$ cat config.mk
export PLATFORM = sky130hd
export DESIGN_NAME = supervisor_reset_watchdog
export DESIGN_NICKNAME = d
export VERILOG_FILES = /design/src/supervisor_pkg.sv /design/src/supervisor_reset_watchdog.sv
export SDC_FILE = /design/constraint.sdc
export NUM_CORES = 1
export LEC_CHECK = 0
export ABC_AREA = 1
export ABC_CLOCK_PERIOD_IN_PS = 3300
export CAP_MARGIN = 20
export CORE_ASPECT_RATIO = 0.7
export CORE_MARGIN = 2
export CORE_UTILIZATION = 30
export CTS_CLUSTER_SIZE = 10
export DETAILED_ROUTE_END_ITERATION = 16
export DONT_BUFFER_PORTS = 1
export GPL_ROUTABILITY_DRIVEN = 0
export GPL_TIMING_DRIVEN = 0
export MAX_ROUTING_LAYER = met4
export PLACE_DENSITY_LB_ADDON = 0.08
export SETUP_SLACK_MARGIN = 0.5
export SKIP_LAST_GASP = 1
export SLEW_MARGIN = 20
export SYNTH_ARGS = -nofsm -noshare
export SYNTH_HDL_FRONTEND = slang
export SYNTH_SLANG_ARGS = --single-unit
$ cat constraint.sdc
create_clock -name clk_sys_i -period 3.3 [get_ports clk_sys_i]
set_input_delay 0.165 -clock clk_sys_i [delete_from_list [all_inputs] [get_ports clk_sys_i]]
set_output_delay 0.165 -clock clk_sys_i [all_outputs]
set_load 0.02 [all_outputs]
$ cat src/supervisor_pkg.sv
// Constants, timing figures and register map of the supervisory watchdog block
//////////////////////////////////////////////////////////////////////////////////////////////////
//////////////////////////////////////////////////////////////////////////////////////////////////
package supervisor_pkg;
	// System clock rate and derived cycles per millisecond
	localparam int unsigned CLK_HZ = 10_000_000;
	localparam int unsigned CYC_PER_MS = CLK_HZ / 1000;
	// Documented times in milliseconds
	localparam int unsigned RST_SHORT_MS = 50;
	localparam int unsigned RST_LONG_MS = 200;
	localparam int unsigned WD_FAST_MS = 100;
	localparam int unsigned WD_SLOW_MS = 1600;
	// Same times as system clock cycles
	localparam int unsigned RST_SHORT_CYC = RST_SHORT_MS * CYC_PER_MS;
	localparam int unsigned RST_LONG_CYC = RST_LONG_MS * CYC_PER_MS;
	localparam int unsigned WD_FAST_CYC = WD_FAST_MS * CYC_PER_MS;
	localparam int unsigned WD_SLOW_CYC = WD_SLOW_MS * CYC_PER_MS;
	// Timer width, large enough for the slow watchdog period
	localparam int unsigned CNT_W = 24;
	// Positions of the pin inputs in the synchroniser vector
	localparam int unsigned NSYNC = 8;
	localparam int unsigned SI_VCC_OK = 0;
	localparam int unsigned SI_BELOW_BATT = 1;
	localparam int unsigned SI_PF_LOW = 2;
	localparam int unsigned SI_STROBE = 3;
	localparam int unsigned SI_STROBE_MID = 4;
	localparam int unsigned SI_SRC_SEL = 5;
	localparam int unsigned SI_SRC_IN = 6;
	localparam int unsigned SI_CE_N = 7;
	// Avalon-MM register map, byte addresses
	localparam logic [3:0] ADDR_CTRL = 4'h0;
	localparam logic [3:0] ADDR_STATUS = 4'h4;
	// Control register fields
	localparam int unsigned CTRL_LONG_RST = 0;
	// Status register fields
	localparam int unsigned ST_RESET = 0;
	localparam int unsigned ST_WDO_N = 1;
	localparam int unsigned ST_LOWLINE_N = 2;
	localparam int unsigned ST_PFO_N = 3;
	localparam int unsigned ST_BACKUP = 4;
	localparam int unsigned ST_WD_EN = 5;
	localparam int unsigned ST_EXT_SRC = 6;
	localparam int unsigned ST_FIRST_LONG = 7;
endpackage

$ cat src/supervisor_reset_watchdog.sv
// Supervisory reset generator, watchdog, chip-enable gate and status outputs
`timescale 1ns/1ps
module supervisor_reset_watchdog
	import supervisor_pkg::*;
#(
	parameter int unsigned RST_SHORT = RST_SHORT_CYC, // Short reset width, internal mode
	parameter int unsigned RST_LONG = RST_LONG_CYC, // Long reset width, internal mode
	parameter int unsigned WD_FAST = WD_FAST_CYC, // Fast watchdog period, internal mode
	parameter int unsigned WD_SLOW = WD_SLOW_CYC, // Slow watchdog period, internal mode
	parameter int unsigned EXT_RST = 64, // Reset width in external timing ticks
	parameter int unsigned EXT_WD = 256, // Watchdog period in external ticks
	parameter int unsigned EXT_WD_LONG = 4096, // First period after reset, external ticks
	parameter bit LONG_VARIANT = 1'b0 // Reset value of the long-width control bit
)
(
	input wire logic clk_sys_i,
	input wire logic rst_b_i,
	input wire logic vcc_above_thr_i,
	input wire logic vcc_below_batt_i,
	input wire logic pf_sense_low_i,
	input wire logic watchdog_strobe_in_i,
	input wire logic strobe_mid_i,
	input wire logic timing_source_select_i,
	input wire logic timing_source_in_i,
	input wire logic ce_in_n_i,
	input wire logic [3:0] avs_address_i,
	input wire logic avs_read_i,
	input wire logic avs_write_i,
	input wire logic [31:0] avs_writedata_i,
	output logic [31:0] avs_readdata_o,
	output logic avs_waitrequest_o,
	output logic reset_n_o,
	output logic reset_o,
	output logic watchdog_expired_n_o,
	output logic power_fail_flag_n_o,
	output logic backup_active_o,
	output logic low_line_n_o,
	output logic ce_out_n_o
);

	//////////////////////////////////////////////////////////////////////////////////////////
	// Elaboration checks on the parameters
	if (RST_SHORT < 8 || RST_LONG < 8 || EXT_RST < 8)
	begin : g_chk_rst
		$error("Reset widths must be at least 8 ticks");
	end
	if (WD_FAST < 2 || WD_SLOW >= (1 << CNT_W) || RST_LONG >= (1 << CNT_W)
		|| EXT_WD < 2 || EXT_WD_LONG >= (1 << CNT_W) || EXT_WD_LONG < EXT_WD)
	begin : g_chk_wd
		$error("Watchdog or reset period outside the timer range");
	end

	//////////////////////////////////////////////////////////////////////////////////////////
	// Declarations
	logic [NSYNC-1:0] sync_a_ff; // First synchroniser stage, read only by the second
	logic [NSYNC-1:0] sync_b_ff; // Second synchroniser stage
	logic strobe_prev_ff; // Strobe level one cycle earlier
	logic src_prev_ff; // Timing input level one cycle earlier
	logic [CNT_W-1:0] rst_cnt_ff; // Remaining reset hold ticks
	logic [CNT_W-1:0] nxt_rst_cnt;
	logic [CNT_W-1:0] wd_cnt_ff; // Watchdog ticks since last service
	logic [CNT_W-1:0] nxt_wd_cnt;
	logic first_long_ff; // Next watchdog period is the long one
	logic nxt_first_long;
	logic long_rst_ff; // Control bit: long reset width
	logic nxt_long_rst;
	logic wait_ff; // Bus wait state
	logic nxt_wait;
	logic [31:0] rdata_ff;
	logic [31:0] nxt_rdata;
	logic nxt_reset_n;
	logic nxt_wdo_n;
	// Synchronised pin levels
	wire vcc_ok_s = sync_b_ff[SI_VCC_OK];
	wire below_batt_s = sync_b_ff[SI_BELOW_BATT];
	wire pf_low_s = sync_b_ff[SI_PF_LOW];
	wire strobe_s = sync_b_ff[SI_STROBE];
	wire mid_s = sync_b_ff[SI_STROBE_MID];
	wire src_sel_s = sync_b_ff[SI_SRC_SEL];
	wire src_in_s = sync_b_ff[SI_SRC_IN];
	wire ce_n_s = sync_b_ff[SI_CE_N];

	//////////////////////////////////////////////////////////////////////////////////////////
	// Period selection
	// Picks a period for internal or external timing and truncates to the timer width
	function automatic logic [CNT_W-1:0] pick(input logic ext, input int unsigned in_cyc,
		input int unsigned ext_ticks);
		pick = ext ? CNT_W'(ext_ticks) : CNT_W'(in_cyc);
	endfunction

	// Select low enables the external timing input, high or floating the internal clock
	wire ext_mode = !src_sel_s;
	// One timing tick: every system cycle, or each rising edge of the external source
	wire tick = ext_mode ? (src_in_s && !src_prev_ff) : 1'b1;
	// Reset hold width, chosen by the variant control bit in internal mode; EXT_RST in external mode
	wire [CNT_W-1:0] rst_period = pick(ext_mode, long_rst_ff ? RST_LONG : RST_SHORT, EXT_RST);
	// Internal mode: timing input high picks the slow period, low the fast one
	wire [CNT_W-1:0] wd_normal = pick(ext_mode, src_in_s ? WD_SLOW : WD_FAST, EXT_WD);
	// The first period after any reset is always the long one
	wire [CNT_W-1:0] wd_limit = first_long_ff ? pick(ext_mode, WD_SLOW, EXT_WD_LONG)
		: wd_normal;

	//////////////////////////////////////////////////////////////////////////////////////////
	// Event decoding
	// Supply fault: below threshold or below the backup cell
	wire supply_fault = !vcc_ok_s || below_batt_s;
	// Any change of the strobe level, rising or falling
	wire strobe_edge = strobe_s ^ strobe_prev_ff;
	// Reset output is released and no fault is present
	wire sys_running = (rst_cnt_ff == '0) && !supply_fault;
	// Watchdog runs only with a two-level strobe and the system out of reset
	wire wd_run = !mid_s && sys_running;
	// Strobe static for the whole period; a strobe edge always takes precedence
	wire wd_expire = wd_run && !strobe_edge && (wd_cnt_ff >= wd_limit);

	//////////////////////////////////////////////////////////////////////////////////////////
	// Bus decoding
	wire bus_req = avs_read_i || avs_write_i;
	wire hit_ctrl = (avs_address_i == ADDR_CTRL);
	wire hit_status = (avs_address_i == ADDR_STATUS);
	// A write takes effect on the edge where wait is seen low
	wire wr_ctrl = avs_write_i && !wait_ff && hit_ctrl;
	wire [31:0] status_word = {24'h000000, first_long_ff, ext_mode, wd_run, backup_active_o,
		power_fail_flag_n_o, low_line_n_o, watchdog_expired_n_o, !reset_n_o};
	wire [31:0] ctrl_word = {31'h00000000, long_rst_ff};

	//////////////////////////////////////////////////////////////////////////////////////////
	// Next-state logic of the reset hold timer
	always_comb
	begin
		nxt_rst_cnt = rst_cnt_ff;
		if (supply_fault || wd_expire)
		begin
			// Any cause reloads the full hold width
			nxt_rst_cnt = rst_period;
		end
		else if (tick && rst_cnt_ff != '0)
		begin
			// Count down the hold once the cause is gone
			nxt_rst_cnt = rst_cnt_ff - CNT_W'(1);
		end
		// Reset stays asserted while a fault or the hold remains
		nxt_reset_n = !supply_fault && !wd_expire && (nxt_rst_cnt == '0);
	end

	// Next-state logic of the watchdog timer
	always_comb
	begin
		nxt_wd_cnt = wd_cnt_ff;
		nxt_first_long = first_long_ff;
		if (!wd_run || strobe_edge)
		begin
			// Disabled, in reset, or serviced: start again from zero
			nxt_wd_cnt = '0;
		end
		else if (tick && wd_cnt_ff < wd_limit)
		begin
			// Count towards the period, saturating at the limit
			nxt_wd_cnt = wd_cnt_ff + CNT_W'(1);
		end
		if (!sys_running)
		begin
			// Any reset arms the long first period
			nxt_first_long = 1'b1;
		end
		else if (wd_run && strobe_edge)
		begin
			// First service ends the long period
			nxt_first_long = 1'b0;
		end
	end

	// Next state of the watchdog-expired output
	always_comb
	begin
		nxt_wdo_n = watchdog_expired_n_o;
		if (!vcc_ok_s)
		begin
			// Supply-low status forces it high
			nxt_wdo_n = 1'b1;
		end
		else if (mid_s)
		begin
			// Disabled watchdog keeps it high
			nxt_wdo_n = 1'b1;
		end
		else if (strobe_edge)
		begin
			// Next strobe transition releases it
			nxt_wdo_n = 1'b1;
		end
		else if (wd_expire)
		begin
			// Missed service drives it low
			nxt_wdo_n = 1'b0;
		end
	end

	// Next state of the bus slave: one wait cycle, then the answer
	always_comb
	begin
		nxt_wait = 1'b1;
		nxt_rdata = rdata_ff;
		nxt_long_rst = long_rst_ff;
		if (bus_req && wait_ff)
		begin
			// Request seen: drop wait and present read data next cycle
			nxt_wait = 1'b0;
			nxt_rdata = hit_ctrl ? ctrl_word : (hit_status ? status_word : 32'h00000000);
		end
		if (wr_ctrl)
		begin
			nxt_long_rst = avs_writedata_i[CTRL_LONG_RST];
		end
	end

	//////////////////////////////////////////////////////////////////////////////////////////
	// Two-stage synchronisers on all pin inputs
	always_ff @(posedge clk_sys_i)
	begin
		sync_a_ff <= {ce_in_n_i, timing_source_in_i, timing_source_select_i, strobe_mid_i,
			watchdog_strobe_in_i, pf_sense_low_i, vcc_below_batt_i, vcc_above_thr_i};
		sync_b_ff <= sync_a_ff;
	end

	// Timers and control state
	always_ff @(posedge clk_sys_i)
	begin
		if (!rst_b_i)
		begin
			strobe_prev_ff <= 1'b0;
			src_prev_ff <= 1'b0;
			rst_cnt_ff <= '0;
			wd_cnt_ff <= '0;
			first_long_ff <= 1'b1;
			long_rst_ff <= LONG_VARIANT;
		end
		else
		begin
			strobe_prev_ff <= strobe_s;
			src_prev_ff <= src_in_s;
			rst_cnt_ff <= nxt_rst_cnt;
			wd_cnt_ff <= nxt_wd_cnt;
			first_long_ff <= nxt_first_long;
			long_rst_ff <= nxt_long_rst;
		end
	end

	// Registered pin outputs
	always_ff @(posedge clk_sys_i)
	begin
		if (!rst_b_i)
		begin
			reset_n_o <= 1'b0;
			reset_o <= 1'b1;
			watchdog_expired_n_o <= 1'b1;
			power_fail_flag_n_o <= 1'b0;
			backup_active_o <= 1'b0;
			low_line_n_o <= 1'b0;
			ce_out_n_o <= 1'b1;
		end
		else
		begin
			reset_n_o <= nxt_reset_n;
			reset_o <= !nxt_reset_n;
			watchdog_expired_n_o <= nxt_wdo_n;
			power_fail_flag_n_o <= !(pf_low_s || below_batt_s);
			backup_active_o <= below_batt_s;
			low_line_n_o <= vcc_ok_s;
			ce_out_n_o <= !vcc_ok_s || ce_n_s;
		end
	end

	// Bus slave registers
	always_ff @(posedge clk_sys_i)
	begin
		if (!rst_b_i)
		begin
			wait_ff <= 1'b1;
			rdata_ff <= 32'h00000000;
		end
		else
		begin
			wait_ff <= nxt_wait;
			rdata_ff <= nxt_rdata;
		end
	end

	assign avs_waitrequest_o = wait_ff;
	assign avs_readdata_o = rdata_ff;
endmodule

==> impl_metrics.toml <==
[power]
cellLeakagePower_nw = 2.49
power_w = 0.00255
pwr-share-seq_pct = 42.1
powerDensity_nw_per_um2 = 454
intPower_w = 0.00179
swShare_pct = 29.9
combPwrFrac_pct = 16.7
clockPowerShare_pct = 41.3
switchingPower_w = 0.000763
peakVddDrop_v = 0.000353

[yosys]
synthAdderAreaFrac_pct = 4.59
synthCells = 662
yosys.area_share.simple_pct = 33.6
ys_seq_elements = 84
synth_area_um2 = 4630
yosysWarnings = 0
synth_area_leaders = "dfxtp_1, nand2_1, nor2_1"
synthMuxAreaShare_pct = 0
synth_xor_xnor_area_share_pct = 4.16
synth_compound_area_share_pct = 9.70
yosysTopAreaCellShare_pct = 36.3
synth_cell_type_count = 41
yosys.area.top_type = "dfxtp_1"
yosysSeqAreaShare_pct = 36.3
syn_avg_cell_area_um2 = 6.99
synth_top_family_by_area = "simple AND/OR/NAND/NOR gates"

[critical_path]
critPathTopFamily = "simple AND/OR/NAND/NOR gates"
r2r_cells = 19
cp.required_ps = 3540
reg2reg_from = "first_long_ff"
cpPeakStageDelay_ps = 370
r2r_slack_ps = 630
critPathKind = "flip-flop to flip-flop"
critPathSlowestCell = "dfxtp_4"
critPathMaxFanout = 5
cp_common_cell = "nand2_1"
crit_buf_inv = 2
r2r_end = "wd_cnt_ff[21]"
crit_chain = "inv_4 > nand2_4 > nor2_4 > clkinv_4 > ha_4 > nand2_1 > nand2_1 > nand2_1 > nand2_1 > a21oi_2 > nor2_1 > nor2_4 > nand3_4 > nor2_4 > nand4_4 > nor2_4 > nand3_2 > nand2_1 > nor2_1"
critPathArrivalTime_ps = 2910
cp-start-kind = "flip-flop"
cp-end-kind = "flip-flop"

[grt]
grt-ovfl-total = 0
grt_first_pass_wirelength_um = 19000
track_usage_pct = 15.2
grt_pass1_vias = 3737
antenna_found_initial = 0
grt_max_degree = 17

[die]
core_um2 = 14900
rows = 37
initial_core_util_pct = 31.1
die_area_um2 = 16500
die_h_um = 108
io_pins = 88
die_w_um = 152

[detailed_routing]
drc = 0
num_vias = 4099
routed_wl_um = 11800
first_iter_violations = 277
viasPerCell = 4.47
drtPass1Iterations = 5
ant_nets = 0
wl_per_cell_um = 12.9

[final_layout]
synthToLayoutAreaGrowth_pct = 21.5
final_net_count = 781
final_util_pct = 37.7
mostFrequentLayoutCells = "nand2_1, nor2_1, dfxtp_1"
drive_above_1_share_pct = 16.6
antenna_cells = 0
mostFrequentLayoutCell = "nand2_1"

[sta]
fmax_mhz = 374
tightest_slew_ps = 929
worst_slack_ps = 629
max_slew_margin_pct = 37.7
setup_tns_ps = 0
period_minus_slack_ps = 2670
hold_viol_final = 0
rsz0062_at_grt = "yes"
setup_violations = 0
clock_skew_ps = 10.8
maxSlewViolCount = 0
post-route-period-util_pct = 81.0

[clock_network]
clkTransAtPathRegs_ps = 70
tritoncts = "built"
clk_latency_ps = 350
cts_sinks = 84
cts_buffer_depth = 2
cts_buffers = 9
cts_max_level = 3
clockRootBuffer = "clkbuf_16"

[placement]
dp_slack_ps = 190
port_buffers = 0
dp_hpwl_um = 9160

[worst_hold_path]
holdCritStartpoint = "avs_address_i[2]"
hold_path_class = "input pin to flip-flop"
min_to = "avs_readdata_o[0]"
min_path_cells = 3

[run_status]
status = "finished clean"

[run]
drv_cap = 0
==> routing by layer <==
layer	vias up	part of all wire, %	track usage (%)
li1	2160	-	-
met1	1827	54	22.0
met2	100	38	20.4
met3	12	6.2	3.93
met4	0	1.2	4.50
met5	-	0	-
==> power by group through the flow <==
stage / clock (W) / sequential (W) / combinational (W)
3_3_place_gp: 0 / 0.00110 / 0.000398
2_1_floorplan: 0 / 0.00109 / 0.000320
4_1_cts: 0.00109 / 0.00108 / 0.000410
6_report: 0.00105 / 0.00107 / 0.000425
3_5_place_dp: 0 / 0.00110 / 0.000397
5_1_grt: 0.00113 / 0.00108 / 0.000477
==> layout make-up <==
type / instances / area, µm²
Fill cell: 1610 / 9280
Multi-Input combinational cell: 489 / 2670
Sequential cell: 84 / 1690
Inverter: 80 / 313
Tap cell: 195 / 244
Buffer: 33 / 233
Clock buffer: 9 / 225
Timing Repair Buffer: 19 / 165
Clock inverter: 7 / 81.3
==> how the worst max path moves through the flow <==
stage	cells after the start	to	slack (ps)	startpoint
2_1_floorplan	20	reset_o	910	sync_b_ff[5]
3_3_place_gp	20	reset_o	170	sync_b_ff[5]
3_5_place_dp	20	reset_o	190	sync_b_ff[5]
4_1_cts	18	reset_o	510	sync_b_ff[6]
5_1_grt	19	wd_cnt_ff[21]	430	sync_b_ff[6]
6_report	19	wd_cnt_ff[21]	630	first_long_ff
==> what timing repair did <==
item	4_1_cts	5_1_grt
gates cloned	0	1
pin swaps	0	19
endpoints found under the hold margin	9	0
buffers inserted	1	9
endpoints found under the setup margin	28	29
gates resized for setup	6	36
hold buffers	9	0
==> state kept, by name, summed over array words and instances (netlist names), 8 cells and up <==
signal	flops
rst_cnt_ff	24
wd_cnt_ff	24
avs_readdata_o	8
sync_a_ff	8
sync_b_ff	8
==> synthesized netlist by cell type (all sizes together) <==
cell type / instances
a21oi: 47
dfxtp: 84
nor2: 98
o21a: 2
nand3: 39
xor2: 15
o21ai: 25
a21o: 1
or2: 6
xnor2: 7
conb: 1
o21bai: 2
ha: 17
nor3: 10
and3: 1
buf: 30
a211oi: 1
o311a: 1
inv: 80
nand4: 8
nand2: 179
nor4: 4
clkbuf: 3
o211ai: 1
==> cells by family after synthesis <==
| kind of cell | after synthesis |
|---|---|
| AND/OR/NAND/NOR | 345 |
| adder cells (fa/ha/maj) | 17 |
| flip-flops | 84 |
| AO/OA/AOI/OAI | 80 |
| other | 1 |
| XOR/XNOR | 22 |
| buffers and inverters | 113 |
==> per-stage QoR <==
stage	cell area, µm²	cells	hold slack, ps
2_1_floorplan	4720	685	193
3_3_place_gp	4960	880	193
3_5_place_dp	4960	880	193
4_1_cts	5380	906	11.2
5_1_grt	5620	916	26.7
6_report	5620	916	21.6
==> worst register-to-register path: stages, from the launching register on <==
cell	delay [ps]
dfxtp_4	370
inv_4	60
nand2_4	50
nor2_4	140
clkinv_4	130
ha_4	230
nand2_1	60
nand2_1	50
nand2_1	50
nand2_1	50
a21oi_2	110
nor2_1	80
nor2_4	180
nand3_4	140
nor2_4	220
nand4_4	200
nor2_4	240
nand3_2	90
nand2_1	80
nor2_1	40
(Power assumes the default switching activity.)
